### config.mk
export PLATFORM = sky130hd
export DESIGN_NAME = swa_cmd
export DESIGN_NICKNAME = d
export VERILOG_FILES = /design/src/swa_cmd.v
export VERILOG_INCLUDE_DIRS = /design/src
export SDC_FILE = /design/constraint.sdc
export NUM_CORES = 1
export LEC_CHECK = 0
export BUFFER_PORTS_ARGS = -buffer_cell sky130_fd_sc_hd__buf_2
export CAP_MARGIN = 15
export CORE_UTILIZATION = 30
export DETAILED_ROUTE_END_ITERATION = 12
export GPL_TIMING_DRIVEN = 0
export PLACE_DENSITY = 0.52
export SETUP_SLACK_MARGIN = 0.5
export SKIP_LAST_GASP = 1
export SYNTH_ARGS = -nofsm -noshare
export SYNTH_HDL_FRONTEND = slang
export SYNTH_SLANG_ARGS = --single-unit
### constraint.sdc
create_clock -name clk -period 9.1 [get_ports clk]
set_clock_uncertainty 0.1 [all_clocks]
set_input_delay 1.82 -clock clk [delete_from_list [all_inputs] [get_ports clk]]
set_output_delay 1.82 -clock clk [all_outputs]
set_load 0.01 [all_outputs]
### src/swa_regs.vh
`ifndef SWA_REGS_VH
`define SWA_REGS_VH
// ==========================================================
// timing
`define SWA_CLK_HZ 10000000
`define SWA_BAUD 9600
`define SWA_BIT_CYC (`SWA_CLK_HZ / `SWA_BAUD)
`define SWA_HALF_CYC (`SWA_BIT_CYC / 2)
`define SWA_GUARD_MS 50
`define SWA_GUARD_CYC (`SWA_GUARD_MS * (`SWA_CLK_HZ / 1000))
// ==========================================================
// register byte offsets
`define SWA_CFG_OFS 8'h00
`define SWA_STAT_OFS 8'h04
`define SWA_LADDR_LO_OFS 8'h08
`define SWA_LADDR_HI_OFS 8'h0C
`define SWA_PEER_LO_OFS 8'h10
`define SWA_PEER_HI_OFS 8'h14
`define SWA_NVSTORE_OFS 8'h18
// cfg fields: [0] role, [1] data mode, [2] profile, [15:8] dir, [23:16] level
`define SWA_CFG_ROLE 0
`define SWA_CFG_DMODE 1
`define SWA_CFG_PROF 2
`define SWA_CFG_RST 32'h0000_0002
// ==========================================================
// modes
`define SWA_MODE_CMD 2'h0
`define SWA_MODE_DATA 2'h1
`define SWA_MODE_FAST 2'h2
// reply kinds
`define SWA_REP_OK 3'h0
`define SWA_REP_ERR 3'h1
`define SWA_REP_ADDR 3'h2
`define SWA_REP_CFG 3'h3
`define SWA_REP_CONN 3'h4
// command codes
`define SWA_C_BAD 4'h0
`define SWA_C_AT 4'h1
`define SWA_C_MC 4'h2
`define SWA_C_MD 4'h3
`define SWA_C_MF 4'h4
`define SWA_C_RST 4'h5
`define SWA_C_CL 4'h6
`define SWA_C_ROLE 4'h7
`define SWA_C_PDIR 4'h8
`define SWA_C_PLVL 4'h9
`define SWA_C_SI1 4'hA
`define SWA_C_SI7 4'hB
`define SWA_C_DM 4'hC
// command line buffer depth
`define SWA_BUF_LEN 5'h18
`endif
### src/swa_cmd.v
`timescale 1ns/1ps
`include "swa_regs.vh"
module swa_cmd #(
  parameter GUARD_CYC = `SWA_GUARD_CYC,
  parameter [47:0] LOCAL_ADDR = 48'h0012_3456_789A // arbitrary value
) (
  input wire clk,
  input wire reset,
  input wire psel,
  input wire penable,
  input wire pwrite,
  input wire [7:0] paddr,
  input wire [31:0] pwdata,
  output reg [31:0] prdata,
  output wire pready,
  output wire pslverr,
  input wire uart_rx,
  output reg uart_tx,
  input wire cts_n,
  output reg rts_n,
  input wire [7:0] radio_rx_data,
  input wire radio_rx_valid,
  output wire radio_rx_ready,
  output reg [7:0] radio_tx_data,
  output reg radio_tx_valid,
  input wire link_up,
  output reg connect_stb,
  output reg [47:0] peer_addr,
  output reg svc_dun,
  output reg clear_stb,
  output reg radio_rst_stb,
  output reg nv_wr_stb,
  output wire [31:0] nv_data,
  output wire [7:0] pio_out,
  output wire [7:0] pio_oe
);
  // ==========================================================
  // ascii codes
  localparam [7:0] CH_CR = 8'h0D, CH_LF = 8'h0A, CH_SP = 8'h20, CH_CM = 8'h2C;
  localparam [7:0] CH_0 = 8'h30, CH_1 = 8'h31, CH_2 = 8'h32, CH_3 = 8'h33;
  localparam [7:0] CH_5 = 8'h35, CH_7 = 8'h37, CH_A = 8'h41, CH_C = 8'h43;
  localparam [7:0] CH_D = 8'h44, CH_E = 8'h45, CH_F = 8'h46, CH_I = 8'h49;
  localparam [7:0] CH_K = 8'h4B, CH_L = 8'h4C, CH_M = 8'h4D, CH_N = 8'h4E;
  localparam [7:0] CH_O = 8'h4F, CH_R = 8'h52, CH_S = 8'h53, CH_T = 8'h54;
  localparam [7:0] CH_U = 8'h55, CH_W = 8'h57;
  localparam [31:0] BIT_FULL = `SWA_BIT_CYC; // full-width timing counts
  localparam [31:0] HALF_FULL = `SWA_HALF_CYC;
  localparam [10:0] BIT_CYC = BIT_FULL[10:0];
  localparam [10:0] HALF_CYC = HALF_FULL[10:0];

  // ==========================================================
  // helpers
  function [4:0] hexv; // {valid, nibble}
    input [7:0] c;
    begin
      if (c >= CH_0 && c <= 8'h39) hexv = {1'b1, c[3:0]};
      else if (c >= CH_A && c <= CH_F) hexv = {1'b1, c[3:0] + 4'h9};
      else hexv = 5'h00;
    end
  endfunction
  function [7:0] hexc;
    input [3:0] n;
    begin
      hexc = (n < 4'hA) ? {4'h3, n} : {4'h4, n - 4'h9};
    end
  endfunction
  function isbit;
    input [7:0] c;
    begin
      isbit = (c == CH_0) || (c == CH_1);
    end
  endfunction

  // ==========================================================
  // state
  reg [31:0] cfg_r; // role, data mode, profile, pins
  reg [47:0] laddr_r; // local wireless address
  reg [1:0] mode_r;
  reg rep_busy_r, rep_remote_r; // reply in progress, reply goes to the peer
  reg link_d_r; // link edge detect
  reg rx_m_r, rx_s_r, cts_m_r, cts_s_r; // pin synchronisers
  wire flow_en = ~(cfg_r[11] & cfg_r[19]);
  assign pio_oe = cfg_r[15:8];
  assign pio_out = cfg_r[23:16];
  assign nv_data = cfg_r;

  // ==========================================================
  // apb slave, zero wait, data latched in setup phase
  wire setup = psel & ~penable;
  wire apb_wr = psel & penable & pwrite;
  reg map_hit;
  reg [31:0] rd_mux;
  assign pready = 1'b1;
  assign pslverr = psel & penable & ~map_hit; // unmapped address
  always @* begin
    map_hit = 1'b1;
    rd_mux = 32'h0000_0000;
    case (paddr)
      `SWA_CFG_OFS: rd_mux = cfg_r;
      `SWA_STAT_OFS: rd_mux = {26'h0, rep_busy_r, ~flow_en, link_up, 1'b0, mode_r};
      `SWA_LADDR_LO_OFS: rd_mux = laddr_r[31:0];
      `SWA_LADDR_HI_OFS: rd_mux = {16'h0000, laddr_r[47:32]};
      `SWA_PEER_LO_OFS: rd_mux = peer_addr[31:0];
      `SWA_PEER_HI_OFS: rd_mux = {16'h0000, peer_addr[47:32]};
      `SWA_NVSTORE_OFS: rd_mux = 32'h0000_0000;
      default: map_hit = 1'b0;
    endcase
  end
  // read data held from the setup cycle through the access phase
  always @(posedge clk) begin
    if (reset) prdata <= 32'h0000_0000;
    else if (setup) prdata <= rd_mux;
  end

  // ==========================================================
  // uart receiver, 8N1, mid-bit sampling
  reg [1:0] rxs_r; // 0 idle, 1 start, 2 data, 3 stop
  reg [10:0] rxc_r;
  reg [2:0] rxn_r;
  reg [7:0] rxsh_r;
  reg rx_stb;
  always @(posedge clk) begin
    if (reset) begin
      rx_m_r <= 1'b1;
      rx_s_r <= 1'b1;
      cts_m_r <= 1'b1;
      cts_s_r <= 1'b1;
      rxs_r <= 2'h0;
      rxc_r <= 11'h000;
      rxn_r <= 3'h0;
      rxsh_r <= 8'h00;
      rx_stb <= 1'b0;
    end else begin
      rx_m_r <= uart_rx;
      rx_s_r <= rx_m_r;
      cts_m_r <= cts_n;
      cts_s_r <= cts_m_r;
      rx_stb <= 1'b0;
      rxc_r <= rxc_r - 11'h001;
      case (rxs_r)
        2'h0: if (!rx_s_r) begin
          rxs_r <= 2'h1;
          rxc_r <= HALF_CYC;
        end
        2'h1: if (rxc_r == 11'h000) begin
          // glitch shorter than half a bit is dropped
          rxs_r <= rx_s_r ? 2'h0 : 2'h2;
          rxc_r <= BIT_CYC - 11'h001;
          rxn_r <= 3'h0;
        end
        2'h2: if (rxc_r == 11'h000) begin
          rxsh_r <= {rx_s_r, rxsh_r[7:1]};
          rxc_r <= BIT_CYC - 11'h001;
          rxn_r <= rxn_r + 3'h1;
          if (rxn_r == 3'h7) rxs_r <= 2'h3;
        end
        2'h3: if (rxc_r == 11'h000) begin
          rxs_r <= 2'h0;
          rx_stb <= rx_s_r; // framing error drops byte
        end
        default: rxs_r <= 2'h0;
      endcase
    end
  end

  // ==========================================================
  // reply engine and uart transmitter
  reg tx_loc_r; // byte on the wire is local reply text
  reg [2:0] rep_kind_r;
  reg [5:0] rep_idx_r;
  reg [8:0] rep_b; // {last, byte}
  reg [9:0] txsh_r;
  reg [3:0] txn_r;
  reg [10:0] txc_r;
  wire tx_idle = (txn_r == 4'h0);
  wire flow_ok = ~flow_en | ~cts_s_r;
  wire rep_local = rep_busy_r & ~rep_remote_r;
  assign radio_rx_ready = tx_idle & flow_ok & ~rep_local & ~reset;
  // reply text, every reply framed by CR LF
  always @* begin
    rep_b = {1'b0, CH_CR};
    if (rep_idx_r == 6'h1) rep_b = {1'b0, CH_LF};
    case (rep_kind_r)
      `SWA_REP_OK: case (rep_idx_r)
        6'h2: rep_b = {1'b0, CH_O};
        6'h3: rep_b = {1'b0, CH_K};
        6'h5: rep_b = {1'b1, CH_LF};
        default: ;
      endcase
      `SWA_REP_ERR: case (rep_idx_r)
        6'h2: rep_b = {1'b0, CH_E};
        6'h3, 6'h4, 6'h6: rep_b = {1'b0, CH_R};
        6'h5: rep_b = {1'b0, CH_O};
        6'h8: rep_b = {1'b1, CH_LF};
        default: ;
      endcase
      `SWA_REP_ADDR: begin
        if (rep_idx_r >= 6'h2 && rep_idx_r <= 6'hD)
          rep_b = {1'b0, hexc(laddr_r[47 - 4 * (rep_idx_r - 6'h2) -: 4])};
        case (rep_idx_r)
          6'hF, 6'h13: rep_b = {rep_idx_r == 6'h13, CH_LF};
          6'h10: rep_b = {1'b0, CH_O};
          6'h11: rep_b = {1'b0, CH_K};
          default: ;
        endcase
      end
      `SWA_REP_CFG: case (rep_idx_r)
        6'h2: rep_b = {1'b0, 7'h18, cfg_r[`SWA_CFG_ROLE]};
        6'h4: rep_b = {1'b0, 7'h18, cfg_r[`SWA_CFG_DMODE]};
        6'h6: rep_b = {1'b0, CH_0};
        6'h8: rep_b = {1'b0, 7'h18, cfg_r[`SWA_CFG_PROF]};
        6'h3, 6'h5, 6'h7: rep_b = {1'b0, CH_CM};
        6'hA: rep_b = {1'b1, CH_LF};
        default: ;
      endcase
      default: begin // connect: OK then CONNECT,addr
        if (rep_idx_r >= 6'h10 && rep_idx_r <= 6'h1B)
          rep_b = {1'b0, hexc(peer_addr[47 - 4 * (rep_idx_r - 6'h10) -: 4])};
        case (rep_idx_r)
          6'h2, 6'h9: rep_b = {1'b0, CH_O};
          6'h3: rep_b = {1'b0, CH_K};
          6'h5, 6'h7, 6'h1D: rep_b = {rep_idx_r == 6'h1D, CH_LF};
          6'h8, 6'hD: rep_b = {1'b0, CH_C};
          6'hA, 6'hB: rep_b = {1'b0, CH_N};
          6'hC: rep_b = {1'b0, CH_E};
          6'hE: rep_b = {1'b0, CH_T};
          6'hF: rep_b = {1'b0, CH_CM};
          default: ;
        endcase
      end
    endcase
  end
  // local rx byte goes to the parser or out as payload
  wire local_cmd = (mode_r == `SWA_MODE_CMD) | ~link_up;
  wire pay_out = rx_stb & ~local_cmd;
  wire rem_take = radio_rx_valid & radio_rx_ready;
  wire rem_cmd = rem_take & (mode_r == `SWA_MODE_FAST) & cfg_r[`SWA_CFG_ROLE] & link_up;
  wire rep_go = rep_busy_r & (rep_remote_r ? ~pay_out : (tx_idle & flow_ok));
  wire tx_go = rep_go & ~rep_remote_r | rem_take;
  wire [7:0] tx_byte = rep_local ? rep_b[7:0] : radio_rx_data;
  // serial shift out; only reply text or peer payload, never an echo
  always @(posedge clk) begin
    if (reset) begin
      txsh_r <= 10'h3FF;
      txn_r <= 4'h0;
      txc_r <= 11'h000;
      uart_tx <= 1'b1;
      tx_loc_r <= 1'b0;
    end else if (tx_go) begin
      txsh_r <= {1'b1, tx_byte, 1'b0};
      // one extra step so the stop bit lasts a full bit time
      txn_r <= 4'hB;
      txc_r <= 11'h000;
      tx_loc_r <= rep_local;
    end else if (!tx_idle) begin
      if (txc_r == 11'h000) begin
        uart_tx <= txsh_r[0];
        txsh_r <= {1'b1, txsh_r[9:1]};
        txn_r <= txn_r - 4'h1;
        txc_r <= BIT_CYC - 11'h001;
      end else txc_r <= txc_r - 11'h001;
    end
  end

  // ==========================================================
  // command line buffer and decode
  reg [7:0] buf_r [0:23];
  reg [4:0] n_r;
  reg ovf_r;
  wire p_stb = (rx_stb & local_cmd & ~rep_busy_r) | rem_cmd;
  wire [7:0] rx_m_byte = rxsh_r;
  wire [7:0] p_raw = rem_cmd ? radio_rx_data : rx_m_byte;
  wire [7:0] p_byte = (p_raw >= 8'h61 && p_raw <= 8'h7A) ? p_raw - 8'h20 : p_raw;
  reg [3:0] dc;
  reg [47:0] dm_addr;
  reg hx_ok;
  reg [4:0] hv;
  integer k;
  // decode at line end
  always @* begin
    dc = `SWA_C_BAD;
    hx_ok = 1'b1;
    dm_addr = 48'h0;
    hv = 5'h00;
    for (k = 0; k < 12; k = k + 1) begin
      hv = hexv(buf_r[5 + k]);
      dm_addr[47 - 4 * k -: 4] = hv[3:0];
      hx_ok = hx_ok & hv[4];
    end
    if (!ovf_r && n_r >= 5'h2 && buf_r[0] == CH_A && buf_r[1] == CH_T) case (n_r)
      5'h02: dc = `SWA_C_AT;
      5'h04: if (buf_r[2] == CH_M) begin
        if (buf_r[3] == CH_C) dc = `SWA_C_MC;
        if (buf_r[3] == CH_D) dc = `SWA_C_MD;
        if (buf_r[3] == CH_F) dc = `SWA_C_MF;
      end
      5'h05: if (buf_r[2] == CH_U && buf_r[3] == CH_C && buf_r[4] == CH_L) dc = `SWA_C_CL;
      5'h06: begin
        if (buf_r[2] == CH_U && buf_r[3] == CH_R && buf_r[4] == CH_S && buf_r[5] == CH_T)
          dc = `SWA_C_RST;
        if (buf_r[2] == CH_S && buf_r[3] == CH_I && buf_r[4] == CH_CM) begin
          if (buf_r[5] == CH_1) dc = `SWA_C_SI1;
          if (buf_r[5] == CH_7) dc = `SWA_C_SI7;
        end
      end
      5'h0C: if (buf_r[2] == CH_S && buf_r[3] == CH_W && buf_r[4] == CH_2 &&
                 buf_r[6] == CH_CM && buf_r[8] == CH_CM && buf_r[10] == CH_CM &&
                 buf_r[7] >= CH_0 && buf_r[7] <= CH_7 && isbit(buf_r[9]) &&
                 isbit(buf_r[11])) begin
        if (buf_r[5] == CH_2) dc = `SWA_C_PDIR;
        if (buf_r[5] == CH_3) dc = `SWA_C_PLVL;
      end
      5'h0E: if (buf_r[2] == CH_S && buf_r[3] == CH_W && buf_r[4] == CH_2 &&
                 buf_r[5] == CH_5 && buf_r[6] == CH_CM && buf_r[8] == CH_CM &&
                 buf_r[10] == CH_CM && buf_r[12] == CH_CM && isbit(buf_r[7]) &&
                 isbit(buf_r[9]) && buf_r[11] == CH_0 && isbit(buf_r[13]))
        dc = `SWA_C_ROLE;
      5'h16: if (buf_r[2] == CH_D && buf_r[3] == CH_M && buf_r[4] == CH_CM &&
                 buf_r[17] == CH_CM && hx_ok && buf_r[18] == CH_1 &&
                 buf_r[19] == CH_1 && buf_r[20] == CH_0 &&
                 (buf_r[21] == CH_1 || buf_r[21] == CH_3))
        dc = `SWA_C_DM;
      default: dc = `SWA_C_BAD;
    endcase
  end

  // ==========================================================
  // escape detector: idle, escape line, idle
  reg [19:0] idle_r;
  reg [2:0] esc_r;
  reg esc_pend_r;
  wire guard_ok = (idle_r >= GUARD_CYC);
  reg [7:0] esc_ch;
  always @* begin
    case (esc_r)
      3'h0: esc_ch = CH_A;
      3'h1: esc_ch = CH_T;
      3'h2: esc_ch = CH_M;
      3'h3: esc_ch = CH_C;
      3'h4: esc_ch = CH_CR;
      default: esc_ch = CH_LF;
    endcase
  end

  // ==========================================================
  // main control: buffer, modes, configuration, reply start
  reg [1:0] post_r; // after reply: 1 restart, 2 enter data
  wire [2:0] pin = buf_r[7][2:0];
  always @(posedge clk) begin
    if (reset) begin
      cfg_r <= `SWA_CFG_RST; // slave, auto accept
      laddr_r <= LOCAL_ADDR;
      mode_r <= `SWA_MODE_DATA;
      link_d_r <= 1'b0;
      n_r <= 5'h00;
      ovf_r <= 1'b0;
      rep_busy_r <= 1'b0;
      rep_remote_r <= 1'b0;
      rep_kind_r <= `SWA_REP_OK;
      rep_idx_r <= 6'h00;
      post_r <= 2'h0;
      idle_r <= 20'h0;
      esc_r <= 3'h0;
      esc_pend_r <= 1'b0;
      peer_addr <= 48'h0;
      svc_dun <= 1'b0;
      connect_stb <= 1'b0;
      clear_stb <= 1'b0;
      radio_rst_stb <= 1'b0;
      nv_wr_stb <= 1'b0;
      radio_tx_valid <= 1'b0;
      radio_tx_data <= 8'h00;
      rts_n <= 1'b1;
    end else begin
      connect_stb <= 1'b0;
      clear_stb <= 1'b0;
      radio_rst_stb <= 1'b0;
      nv_wr_stb <= 1'b0;
      radio_tx_valid <= 1'b0;
      link_d_r <= link_up;
      // hold host off until the last reply byte has left the wire
      rts_n <= flow_en & (rep_local | (tx_loc_r & ~tx_idle));
      // software access, setting applies at once
      if (apb_wr) case (paddr)
        `SWA_CFG_OFS: cfg_r <= {8'h00, pwdata[23:8], 5'h00, pwdata[2:0]};
        `SWA_LADDR_LO_OFS: laddr_r[31:0] <= pwdata;
        `SWA_LADDR_HI_OFS: laddr_r[47:32] <= pwdata[15:0];
        `SWA_NVSTORE_OFS: nv_wr_stb <= pwdata[0];
        default: ;
      endcase
      // incoming connection picks mode from configuration
      if (link_up && !link_d_r && mode_r != `SWA_MODE_CMD)
        mode_r <= cfg_r[`SWA_CFG_DMODE] ? `SWA_MODE_DATA : `SWA_MODE_FAST;
      // payload to the peer
      if (pay_out) begin
        radio_tx_valid <= 1'b1;
        radio_tx_data <= rx_m_byte;
      end
      // escape tracking on the payload stream
      if (rx_stb) idle_r <= 20'h0;
      else if (!guard_ok) idle_r <= idle_r + 20'h1;
      if (pay_out) begin
        esc_pend_r <= 1'b0;
        if (rx_m_byte == esc_ch && (esc_r != 3'h0 || guard_ok))
          esc_r <= (esc_r == 3'h5) ? 3'h0 : esc_r + 3'h1;
        else esc_r <= 3'h0;
        if (esc_r == 3'h5 && rx_m_byte == CH_LF) esc_pend_r <= 1'b1;
      end else if (esc_pend_r && guard_ok && !rep_busy_r) begin
        esc_pend_r <= 1'b0;
        mode_r <= `SWA_MODE_CMD;
        rep_busy_r <= 1'b1;
        rep_remote_r <= 1'b0;
        rep_kind_r <= `SWA_REP_OK;
        rep_idx_r <= 6'h00;
      end
      // reply bytes
      if (rep_go) begin
        if (rep_remote_r) begin
          radio_tx_valid <= 1'b1;
          radio_tx_data <= rep_b[7:0];
        end
        rep_idx_r <= rep_idx_r + 6'h01;
        if (rep_b[8]) begin
          rep_busy_r <= 1'b0;
          post_r <= 2'h0;
          if (post_r == 2'h1) begin
            radio_rst_stb <= 1'b1;
            mode_r <= `SWA_MODE_DATA;
          end
          if (post_r == 2'h2) mode_r <= `SWA_MODE_DATA;
        end
      end
      // line assembly; spaces and CR are not stored
      if (p_stb && p_byte != CH_LF) begin
        if (p_byte != CH_CR && p_byte != CH_SP) begin
          if (n_r == `SWA_BUF_LEN) ovf_r <= 1'b1;
          else begin
            buf_r[n_r] <= p_byte;
            n_r <= n_r + 5'h01;
          end
        end
      end else if (p_stb) begin
        n_r <= 5'h00;
        ovf_r <= 1'b0;
        rep_busy_r <= (dc != `SWA_C_BAD) | ~rem_cmd; // remote errors stay silent
        rep_remote_r <= rem_cmd;
        rep_idx_r <= 6'h00;
        rep_kind_r <= `SWA_REP_OK;
        case (dc)
          `SWA_C_AT: ;
          `SWA_C_MC: mode_r <= `SWA_MODE_CMD;
          `SWA_C_MD: mode_r <= `SWA_MODE_DATA;
          `SWA_C_MF: mode_r <= `SWA_MODE_FAST;
          `SWA_C_RST: post_r <= 2'h1;
          // a fast connection survives the clear
          `SWA_C_CL: clear_stb <= ~(link_up & mode_r == `SWA_MODE_FAST);
          `SWA_C_ROLE: begin
            cfg_r[`SWA_CFG_ROLE] <= buf_r[7][0];
            cfg_r[`SWA_CFG_DMODE] <= buf_r[9][0];
            cfg_r[`SWA_CFG_PROF] <= buf_r[13][0];
          end
          `SWA_C_PDIR: begin
            cfg_r[8 + pin] <= buf_r[9][0];
            nv_wr_stb <= buf_r[11][0];
          end
          `SWA_C_PLVL: begin
            cfg_r[16 + pin] <= buf_r[9][0];
            nv_wr_stb <= buf_r[11][0];
          end
          `SWA_C_SI1: rep_kind_r <= `SWA_REP_ADDR;
          `SWA_C_SI7: rep_kind_r <= `SWA_REP_CFG;
          `SWA_C_DM: begin
            peer_addr <= dm_addr;
            svc_dun <= buf_r[21][1];
            connect_stb <= 1'b1;
            rep_kind_r <= `SWA_REP_CONN;
            post_r <= 2'h2;
          end
          default: rep_kind_r <= `SWA_REP_ERR;
        endcase
      end
    end
  end
endmodule

==> reports/summary.txt, run 1 <==
critical path endpoint category = primary output
area of the placeable core = 77980 sq um
fin. max-slew vios = 0
clock slew at reported path FFs = 50 ps
worst slew pin tran = 1197 ps
average size of a mapped cell = 9.477 sq um
adder and majority gate portion of the synthesized area = 3.945%
Root Buffer Master = sky130_fd_sc_hd__clkbuf_16
Leakage = 10.13 nW
setup repair after global routing missed its margin = false
drt first pass iters = 6
H-tree lvl count = 2
post-synthesis sequential element count = 452
top fanout value on the critical path = 10
multiplexer area fraction after synthesis = 5.454%
CTS tree = done
first-iteration detailed-routing DRC count = 2017
initial antenna violation count = 6
path type of the worst min-delay path = flop to flop
startpoint of the worst hold path = rx_m_r
post-synthesis compound-gate area fraction = 17.03%
Post-Synth XOR/XNOR Area = 1.546%
pwr dens = 169.4 nW/um^2
signed area change from the synthesized netlist to the final layout = 17.46%
Die Outline Area = 80420 sq um
Max Cap Violations = 0
number of buffers on the longest clock path = 3
warnings from Yosys = 0
count of unresolved DRC violations after routing = 0
Antenna Violating Nets Remaining = 0
number of clock buffers inserted by TritonCTS = 53
area taken by multi-input logic gates = 11990 sq um
EDFF count, synth = 176
worst hold slack after final layout = 308.2 ps
global-route congestion overflow total = 0
total global-route track usage = 22.24%
share of cells above drive strength 1 = 15.32%
post-synth cell types = 97
net count after synthesis = 2642
starting utilization of the core area = 30.51%
total number of placement rows = 102
die span in y = 283.6 um
most common library cell in the layout ignoring fill and taps = sky130_fd_sc_hd__dfxtp_1
commonest cells after routing, fill and taps aside = sky130_fd_sc_hd__dfxtp_1, sky130_fd_sc_hd__nand2_1, sky130_fd_sc_hd__nor2_1
number of buffers inserted by post-CTS setup repair = 0
Storage cell area = 10810 sq um
Top-Level Pins = 204
setup total negative slack = 0 ps
worst reg2reg path depth = 17
status = completed
sequential fraction of the synthesis area = 45.44%
number of instances in the synthesized netlist = 2510
Synth Flop Type = sky130_fd_sc_hd__dfxtp_1
RR Endpoint = radio_tx_data[2]
final instance area = 27940 sq um
capture endpoint of the worst hold path = rx_s_r
number of sinks handled by clock tree synthesis = 452
Async SR Flop Fraction = 0%
kind of start point of the critical path = input pin
filler-free cell count of the finished design = 3854
Power, Total = 4.733 mW
crit path kind = input pin to primary output
DRT Wirelength = 92660 um
Mapped Area = 23790 sq um
# fillers = 7895
# port buffers = 199
startpoint of the most critical register-to-register path = rep_idx_r[1]
data required time at the worst endpoint = 7180 ps
latest clock arrival within the worst-skew pair = 650 ps
post-cts gate resize count = 0
Final setup viols = 0
part of the cycle the worst path needs = 65.74%
worst-case headroom to the max-slew limit = 19.44%
total cell area at the placement stage = 26150 sq um
setup slack of the worst register-to-register path = 3250 ps
achievable clock frequency = 0.1671 GHz
hold buffer count at CTS = 0
vias in the first global route = 20930
cell depth of the worst hold path = 1
global placer's final weighted congestion = 0.9448
pin count of the biggest net entering global routing = 23
global-route wire length before repair = 136200 um
number of vias per cell = 5.619
post-layout minimum cycle time = 5983 ps
simple-gate share of the synthesized area = 22.31%
main combinational cell family by area after synthesis = simple AND/OR/NAND/NOR gates
total vias in the final route = 21660
width of the die = 283.6 um
half-perimeter wire length after detailed placement = 70920 um
arrival time worst endpoint = 4060 ps
number of instances in the placed design = 3753
number of failing hold endpoints at the final stage = 0
number of nets in the layout = 2902
IR Drop Worst-Case VDD = 0.0001487 V
Avg WL per Cell = 24.04 um
-- where the power goes --
group	leakage, nW	internal (mW)	switching [mW]
sequential	3.86	2.14	0.0401
combinational	5.42	0.146	0.243
clock	0.860	1.26	0.905
total	10.1	3.55	1.19
-- registers in the layout, summed over array words and instances, names as in the netlist, 5 cells and up, named ones only --
| signal | count |
|---|---|
| rx_m_byte | 8 |
| prdata | 32 |
| rep_idx_r | 6 |
| buf_r | 176 |
| idle_r | 20 |
| nv_data | 31 |
| laddr_r | 48 |
| txsh_r | 9 |
| radio_tx_data | 8 |
| peer_addr | 48 |
| rxc_r | 11 |
| txc_r | 11 |
| n_r | 5 |
-- worst max-delay path by stage --
stage / start / end / slack (ps)
floorplan: paddr[2] / pslverr / 3980
global placement: rep_idx_r[1] / radio_tx_data[1] / 2590
detailed placement: reset / buf_r[21][1] / 3090
CTS: rep_idx_r[1] / radio_tx_data[2] / 3110
global route: rep_idx_r[1] / radio_tx_data[2] / 2890
finish: paddr[2] / pslverr / 3120
-- final cells by class --
cell class	instances	share of cell area [%]
plain buffers	168	2.629
multi-input cells	1816	42.90
clock buffers	76	5.342
diodes	1	0.008956
repair buffers	205	3.771
clock inverters	22	1.012
inverters	74	0.9941
well taps	1040	4.657
flip-flops and latches	452	38.69
-- stage by stage --
step	worst slack [ps]	util (%)
CTS	3110	35.81
detailed placement	3088	33.53
global route	2885	35.83
global placement	2588	33.45
finish	3117	35.83
floorplan	3977	-
-- kinds of logic (layout without fill, tap and decap cells) --
group / count (synthesis) / after routing
compound gates: 604 / 604
xor+xnor: 42 / 42
fa+ha+maj: 75 / 75
buf+inv: 242 / 545
flops: 452 / 452
mux: 96 / 96
other cells: 1 / 2
simple gates: 998 / 998
-- metal layers --
metal / up-vias / wire [um] / GRT usage (%)
met1: 10680 / 38510 / 27.94
met5: - / 13 / 0
met4: 2 / 3499 / 8.270
met3: 176 / 5934 / 3.738
li1: 9963 / - / -
met2: 838 / 44700 / 38.06
-- cell usage after synthesis, types with 53 or more instances --
| master | count | area [sq um] |
|---|---|---|
| sky130_fd_sc_hd__edfxtp_1 | 176 | 5285 |
| sky130_fd_sc_hd__nor2_1 | 230 | 863.3 |
| sky130_fd_sc_hd__clkbuf_1 | 123 | 461.7 |
| sky130_fd_sc_hd__o31ai_1 | 59 | 442.9 |
| sky130_fd_sc_hd__a21oi_1 | 230 | 1151 |
| sky130_fd_sc_hd__nor3_1 | 53 | 265.3 |
| sky130_fd_sc_hd__nand3_1 | 86 | 430.4 |
| sky130_fd_sc_hd__dfxtp_1 | 276 | 5525 |
| sky130_fd_sc_hd__ha_1 | 75 | 938.4 |
| sky130_fd_sc_hd__nand2_1 | 232 | 870.8 |
| sky130_fd_sc_hd__nand4_1 | 68 | 425.4 |
| sky130_fd_sc_hd__inv_1 | 73 | 274.0 |
| sky130_fd_sc_hd__o21ai_0 | 69 | 345.3 |
-- critical path, cell delays in order --
cell and delay [ps]:
sky130_fd_sc_hd__clkbuf_1 240, sky130_fd_sc_hd__clkbuf_1 740, sky130_fd_sc_hd__buf_1 700, sky130_fd_sc_hd__a31oi_1 270, sky130_fd_sc_hd__nor2_1 130, sky130_fd_sc_hd__buf_2 140
Note: power is estimated with default switching activity, not from simulation.
==> run 2: changes to the inputs <==
==> constraint.sdc (replaced) <==
create_clock -name clk -period 6 [get_ports clk]
set_clock_uncertainty 0.1 [all_clocks]
set_input_delay 1.2 -clock clk [delete_from_list [all_inputs] [get_ports clk]]
set_output_delay 1.2 -clock clk [all_outputs]
set_load 0.01 [all_outputs]
==> run 2 against run 1 <==
Compared with the run above:
- global-route usage unchanged
- total power rose by 52%
- clock power rose by 52%
- register-to-register slack got worse by 2600 ps
- utilization about the same
- hold slack about the same
- combinational power up 52%
- worst setup slack lost 2400 ps
- critical path depth grew 5
- non-clock buffer count did not move
- cell count hardly changed
- sequential power rose by 51%
- largest cell class unchanged
==> reports/summary.txt, run 2 (synthesis results as in run 1) <==
Max Cap Violations = 0
pin count of the biggest net entering global routing = 23
Storage cell area = 10810 sq um
Root Buffer Master = sky130_fd_sc_hd__clkbuf_16
setup slack of the worst register-to-register path = 680 ps
registers with the most flip-flops = buf_r: 176 flops, laddr_r: 48 flops, peer_addr: 48 flops
Final setup viols = 0
cell depth of the worst hold path = 1
DRT Wirelength = 92600 um
achievable clock frequency = 0.1880 GHz
starting utilization of the core area = 30.51%
total cell area at the placement stage = 26150 sq um
CTS tree = done
hold buffer count at CTS = 0
status = completed
critical path endpoint category = flop
half-perimeter wire length after detailed placement = 70920 um
number of sinks handled by clock tree synthesis = 452
number of failing hold endpoints at the final stage = 0
part of the cycle the worst path needs = 88.66%
IR Drop Worst-Case VDD = 0.0002254 V
global placer's final weighted congestion = 0.9448
worst-case headroom to the max-slew limit = 17.58%
fin. max-slew vios = 0
top fanout value on the critical path = 10
H-tree lvl count = 2
total vias in the final route = 21680
data required time at the worst endpoint = 6140 ps
setup total negative slack = 0 ps
Die Outline Area = 80420 sq um
commonest cells after routing, fill and taps aside = sky130_fd_sc_hd__dfxtp_1, sky130_fd_sc_hd__nand2_1, sky130_fd_sc_hd__a21oi_1
number of buffers inserted by post-CTS setup repair = 0
kind of start point of the critical path = flop
crit path from = nv_data[19]
Top-Level Pins = 204
arrival time worst endpoint = 5460 ps
Leakage = 10.14 nW
startpoint of the worst hold path = rx_m_r
most common library cell in the layout ignoring fill and taps = sky130_fd_sc_hd__dfxtp_1
clock slew at reported path FFs = 60 ps
global-route wire length before repair = 136200 um
die span in y = 283.6 um
number of nets in the layout = 2902
signed area change from the synthesized netlist to the final layout = 17.54%
total global-route track usage = 22.24%
max reg flops = 176
path type of the worst min-delay path = flop to flop
setup repair after global routing missed its margin = false
width of the die = 283.6 um
RR Endpoint = buf_r[5][2]
drt first pass iters = 7
final instance area = 27960 sq um
number of clock buffers inserted by TritonCTS = 53
worst slew pin tran = 1225 ps
initial antenna violation count = 6
post-layout minimum cycle time = 5320 ps
number of vias per cell = 5.624
global-route congestion overflow total = 0
share of cells above drive strength 1 = 15.50%
Antenna Violating Nets Remaining = 0
count of unresolved DRC violations after routing = 0
area of the placeable core = 77980 sq um
worst reg2reg path depth = 11
Avg WL per Cell = 24.02 um
startpoint of the most critical register-to-register path = nv_data[19]
# port buffers = 199
worst slack, placed = 41.17 ps
pwr dens = 256.7 nW/um^2
Reg with most FFs = buf_r
# fillers = 7894
capture endpoint of the worst hold path = rx_s_r
total number of placement rows = 102
post-route setup slack = 680.1 ps
first-iteration detailed-routing DRC count = 2068
area taken by multi-input logic gates = 12000 sq um
crit path kind = flop to flop
vias in the first global route = 20920
number of buffers on the longest clock path = 3
latest clock arrival within the worst-skew pair = 650 ps
[run 2: cell count changes in the layout (fill, tap and decap cells not counted), sizes merged]
cell | before | now
buf | 247 | 246
clkbuf | 201 | 202
diode | 1 | 2
[run 2: repair_timing]
item | CTS | global route
cloned | 0 | 0
endpoints found under the setup margin | 12 | 22
resized for setup | 2 | 5
[run 2: layout make-up]
cell class                 count  area share, %
tap                         1040          4.654
sequential                   452          38.66
antenna                        2        0.01790
clock inverter                22          1.011
buffer                       168          2.645
multi-input combinational   1816          42.91
timing repair buffer         205          3.768
inverter                      74         0.9935
clock buffer                  76          5.339
[run 2: report_power, final]
group | total (mW) | internal, mW | switching [mW]
combinational | 0.589 | 0.221 | 0.368
clock | 3.29 | 1.92 | 1.37
sequential | 3.30 | 3.24 | 0.0610
total | 7.18 | 5.38 | 1.80
[run 2: how the worst max path moves through the flow]
stage | endpoint
global placement | radio_tx_data[1]
global route | buf_r[1][6]
CTS | radio_tx_data[1]
detailed placement | radio_tx_data[2]
finish | buf_r[5][2]
floorplan | radio_tx_data[1]
[run 2: worst max-delay path: stages, from the launching register on]
cell and delay, ps:
sky130_fd_sc_hd__dfxtp_1 700, sky130_fd_sc_hd__nand2_1 380, sky130_fd_sc_hd__a2111oi_4 730, sky130_fd_sc_hd__nand3_4 220, sky130_fd_sc_hd__mux2_2 350, sky130_fd_sc_hd__inv_1 140, sky130_fd_sc_hd__ha_1 170, sky130_fd_sc_hd__nand4_1 260
sky130_fd_sc_hd__buf_4 300, sky130_fd_sc_hd__a31oi_2 360, sky130_fd_sc_hd__nand3_1 480, sky130_fd_sc_hd__nor2_1 710
[run 2: per-stage QoR]
stage	power, mW	hold slack, ps	util (%)	instances
floorplan	3.772	289.5	-	2510
detailed placement	3.947	299.8	33.53	3753
CTS	7.236	313.5	35.82	3851
global placement	3.931	301.9	33.45	3749
global route	7.439	322.1	35.85	3853
finish	7.178	308.2	35.86	3855
[run 2: routing by layer]
layer  wire (um)  track usage [%]  vias up  share of wire, %
met5          13                0        -             0.014
met4        3511            8.270        2               3.8
met3        6274            3.738      174               6.8
met2       44580            38.06      892                48
met1       38220            27.94    10640                41
li1            -                -     9971                 -
==> run 3: changes to the inputs <==
--- a/config.mk
+++ b/config.mk
@@ -12,6 +12,7 @@
 export DETAILED_ROUTE_END_ITERATION = 12
 export GPL_TIMING_DRIVEN = 0
 export PLACE_DENSITY = 0.52
+export RECOVER_POWER = 100
 export SETUP_SLACK_MARGIN = 0.5
 export SKIP_LAST_GASP = 1
 export SYNTH_ARGS = -nofsm -noshare
==> run 3 against run 2 <==
Compared with the run above:
- the flow now finishes with violations (capacitance limit, slew limit)
- sequential share of layout area is 0.41 points higher
- sequential cell count stayed put
- count of clock-buffer cells in the layout stayed put
- routed wire length is 0.17% higher
- critical path type unchanged
==> reports/summary.txt, run 3 (synthesis results as in run 1) <==
setup total negative slack = 0 ps
vias in the first global route = 20920
CTS tree = done
fin. max-slew vios = 23
part of the cycle the worst path needs = 92.07%
total vias in the final route = 21720
achievable clock frequency = 0.1810 GHz
kind of start point of the critical path = flop
Avg WL per Cell = 24.07 um
filler-free cell count of the finished design = 3854
number of vias per cell = 5.635
critical path endpoint category = flop
setup slack of the worst register-to-register path = 480 ps
met2 Resource Use GR = 38.06%
startpoint of the most critical register-to-register path = nv_data[19]
pin count of the biggest net entering global routing = 23
global placer's final weighted congestion = 0.9448
met1 Use GR = 27.94%
total number of placement rows = 102
cell depth of the worst hold path = 1
worst hold slack after final layout = 308.2 ps
number of sinks handled by clock tree synthesis = 452
IR Drop Worst-Case VDD = 0.0002259 V
post-layout minimum cycle time = 5524 ps
DRT Wirelength = 92760 um
Top-Level Pins = 204
first-iteration detailed-routing DRC count = 1951
ordered cell list for the critical path = nand2_1 > a2111oi_4 > nand3_1 > mux2_1 > inv_1 > ha_1 > nand4_1 > buf_4 > a31oi_2 > nand3_1 > nor2_1
number of buffers inserted by post-CTS setup repair = 0
busiest grt layer = met2
setup repair after global routing missed its margin = false
path type of the worst min-delay path = flop to flop
hold buffer count at CTS = 0
crit path buf inv count = 2
number of buffers on the longest clock path = 3
worst-case headroom to the max-slew limit = -73.86%
Worst path depth = 11
Antenna Violating Nets Remaining = 0
initial antenna violation count = 5
Reg with most FFs = buf_r
count of unresolved DRC violations after routing = 0
max reg flops = 176
post-route setup slack = 475.6 ps
H-tree lvl count = 2
# fillers = 7979
worst slew pin tran = 2608 ps
signed area change from the synthesized netlist to the final layout = 16.31%
half-perimeter wire length after detailed placement = 70920 um
number of nets in the layout = 2902
worst slack, placed = 41.17 ps
latest clock arrival within the worst-skew pair = 650 ps
registers with the most flip-flops = buf_r: 176 flops, laddr_r: 48 flops, peer_addr: 48 flops
# port buffers = 199
global-route congestion overflow total = 0
delay of the slowest critical-path stage = 820 ps
slowest cell on the critical path = sky130_fd_sc_hd__nor2_1
crit path from = nv_data[19]
top fanout value on the critical path = 10
number of instances in the placed design = 3753
Die Outline Area = 80420 sq um
startpoint of the worst hold path = rx_m_r
Power, Total = 7.177 mW
violated checks = capacitance limit, slew limit
number of failing hold endpoints at the final stage = 0
Root Buffer Master = sky130_fd_sc_hd__clkbuf_16
die span in y = 283.6 um
share of cells above drive strength 1 = 9.847%
cell type group with the largest total delay on the critical path = simple AND/OR/NAND/NOR gates
area of the placeable core = 77980 sq um
most common library cell in the layout ignoring fill and taps = sky130_fd_sc_hd__clkbuf_1
clock slew at reported path FFs = 60 ps
starting utilization of the core area = 30.51%
number of clock buffers inserted by TritonCTS = 53
Leakage = 9.493 nW
capture endpoint of the worst hold path = rx_s_r
drt first pass iters = 8
commonest cells after routing, fill and taps aside = sky130_fd_sc_hd__clkbuf_1, sky130_fd_sc_hd__dfxtp_1, sky130_fd_sc_hd__nand2_1
RR Endpoint = buf_r[16][0]
Final setup viols = 0
Max Cap Violations = 1
worst reg2reg path depth = 11
width of the die = 283.6 um
routing usage on met3 = 3.738%
data required time at the worst endpoint = 6140 ps
crit path kind = flop to flop
pwr dens = 259.4 nW/um^2
cell occurring most often along the worst timing path = sky130_fd_sc_hd__nand3_1
total global-route track usage = 22.24%
global-route wire length before repair = 136200 um
arrival time worst endpoint = 5660 ps
status = complete, but fails checks
-- run 3: changes by cell type in the layout (fill, tap and decap cells not counted), moves of 5 or more --
cell                        change
sky130_fd_sc_hd__clkbuf_1     +143
sky130_fd_sc_hd__buf_2        -136
sky130_fd_sc_hd__buf_4         -17
sky130_fd_sc_hd__clkbuf_4      +16
sky130_fd_sc_hd__and2_0         +8
sky130_fd_sc_hd__and2_1         -8
sky130_fd_sc_hd__a2111oi_0      +5
sky130_fd_sc_hd__a2111oi_2      -5
sky130_fd_sc_hd__mux2_1         +5
sky130_fd_sc_hd__mux2_2         -5
-- run 3: worst max path at each step --
| stage | to |
|---|---|
| floorplan | radio_tx_data[1] |
| global placement | radio_tx_data[1] |
| global route | radio_tx_data[2] |
| CTS | radio_tx_data[1] |
| detailed placement | radio_tx_data[2] |
| finish | buf_r[16][0] |
-- run 3: where the power goes --
part	leakage [nW]	switching, mW	total (mW)	internal [mW]
logic	4.78	0.368	0.588	0.220
registers	3.86	0.0611	3.30	3.24
clock network	0.860	1.37	3.29	1.92
-- run 3: cell type report --
type	count	area [sq um]	area share [%]
Sequential cell	452	10810	39.07
Buffer	168	723.2	2.614
Multi-Input combinational cell	1816	11910	43.06
Antenna cell	1	2.502	0.009045
Timing Repair Buffer	205	863.3	3.120
Clock buffer	76	1493	5.395
Inverter	74	277.8	1.004
Tap cell	1040	1301	4.703
Clock inverter	22	282.8	1.022
-- run 3: metal layers --
metal / share of wire [%] / vias up / wire, um
met5: 0.0075 / - / 7
met4: 3.9 / 2 / 3631
met3: 6.7 / 177 / 6254
met2: 48 / 911 / 44350
met1: 42 / 10670 / 38510
li1: - / 9960 / -
-- run 3: timing repair --
item	4_1_cts	5_1_grt
endpoints found under the setup margin	12	22
hold endpoints to repair	0	0
gates resized for setup	2	5
-- run 3: metrics by stage --
| stage | cell area, sq um | utilization, % |
|---|---|---|
| 2_1_floorplan | 23790 | - |
| 3_3_place_gp | 26090 | 33.45 |
| 3_5_place_dp | 26150 | 33.53 |
| 4_1_cts | 27930 | 35.82 |
| 5_1_grt | 27660 | 35.48 |
| 6_report | 27670 | 35.48 |
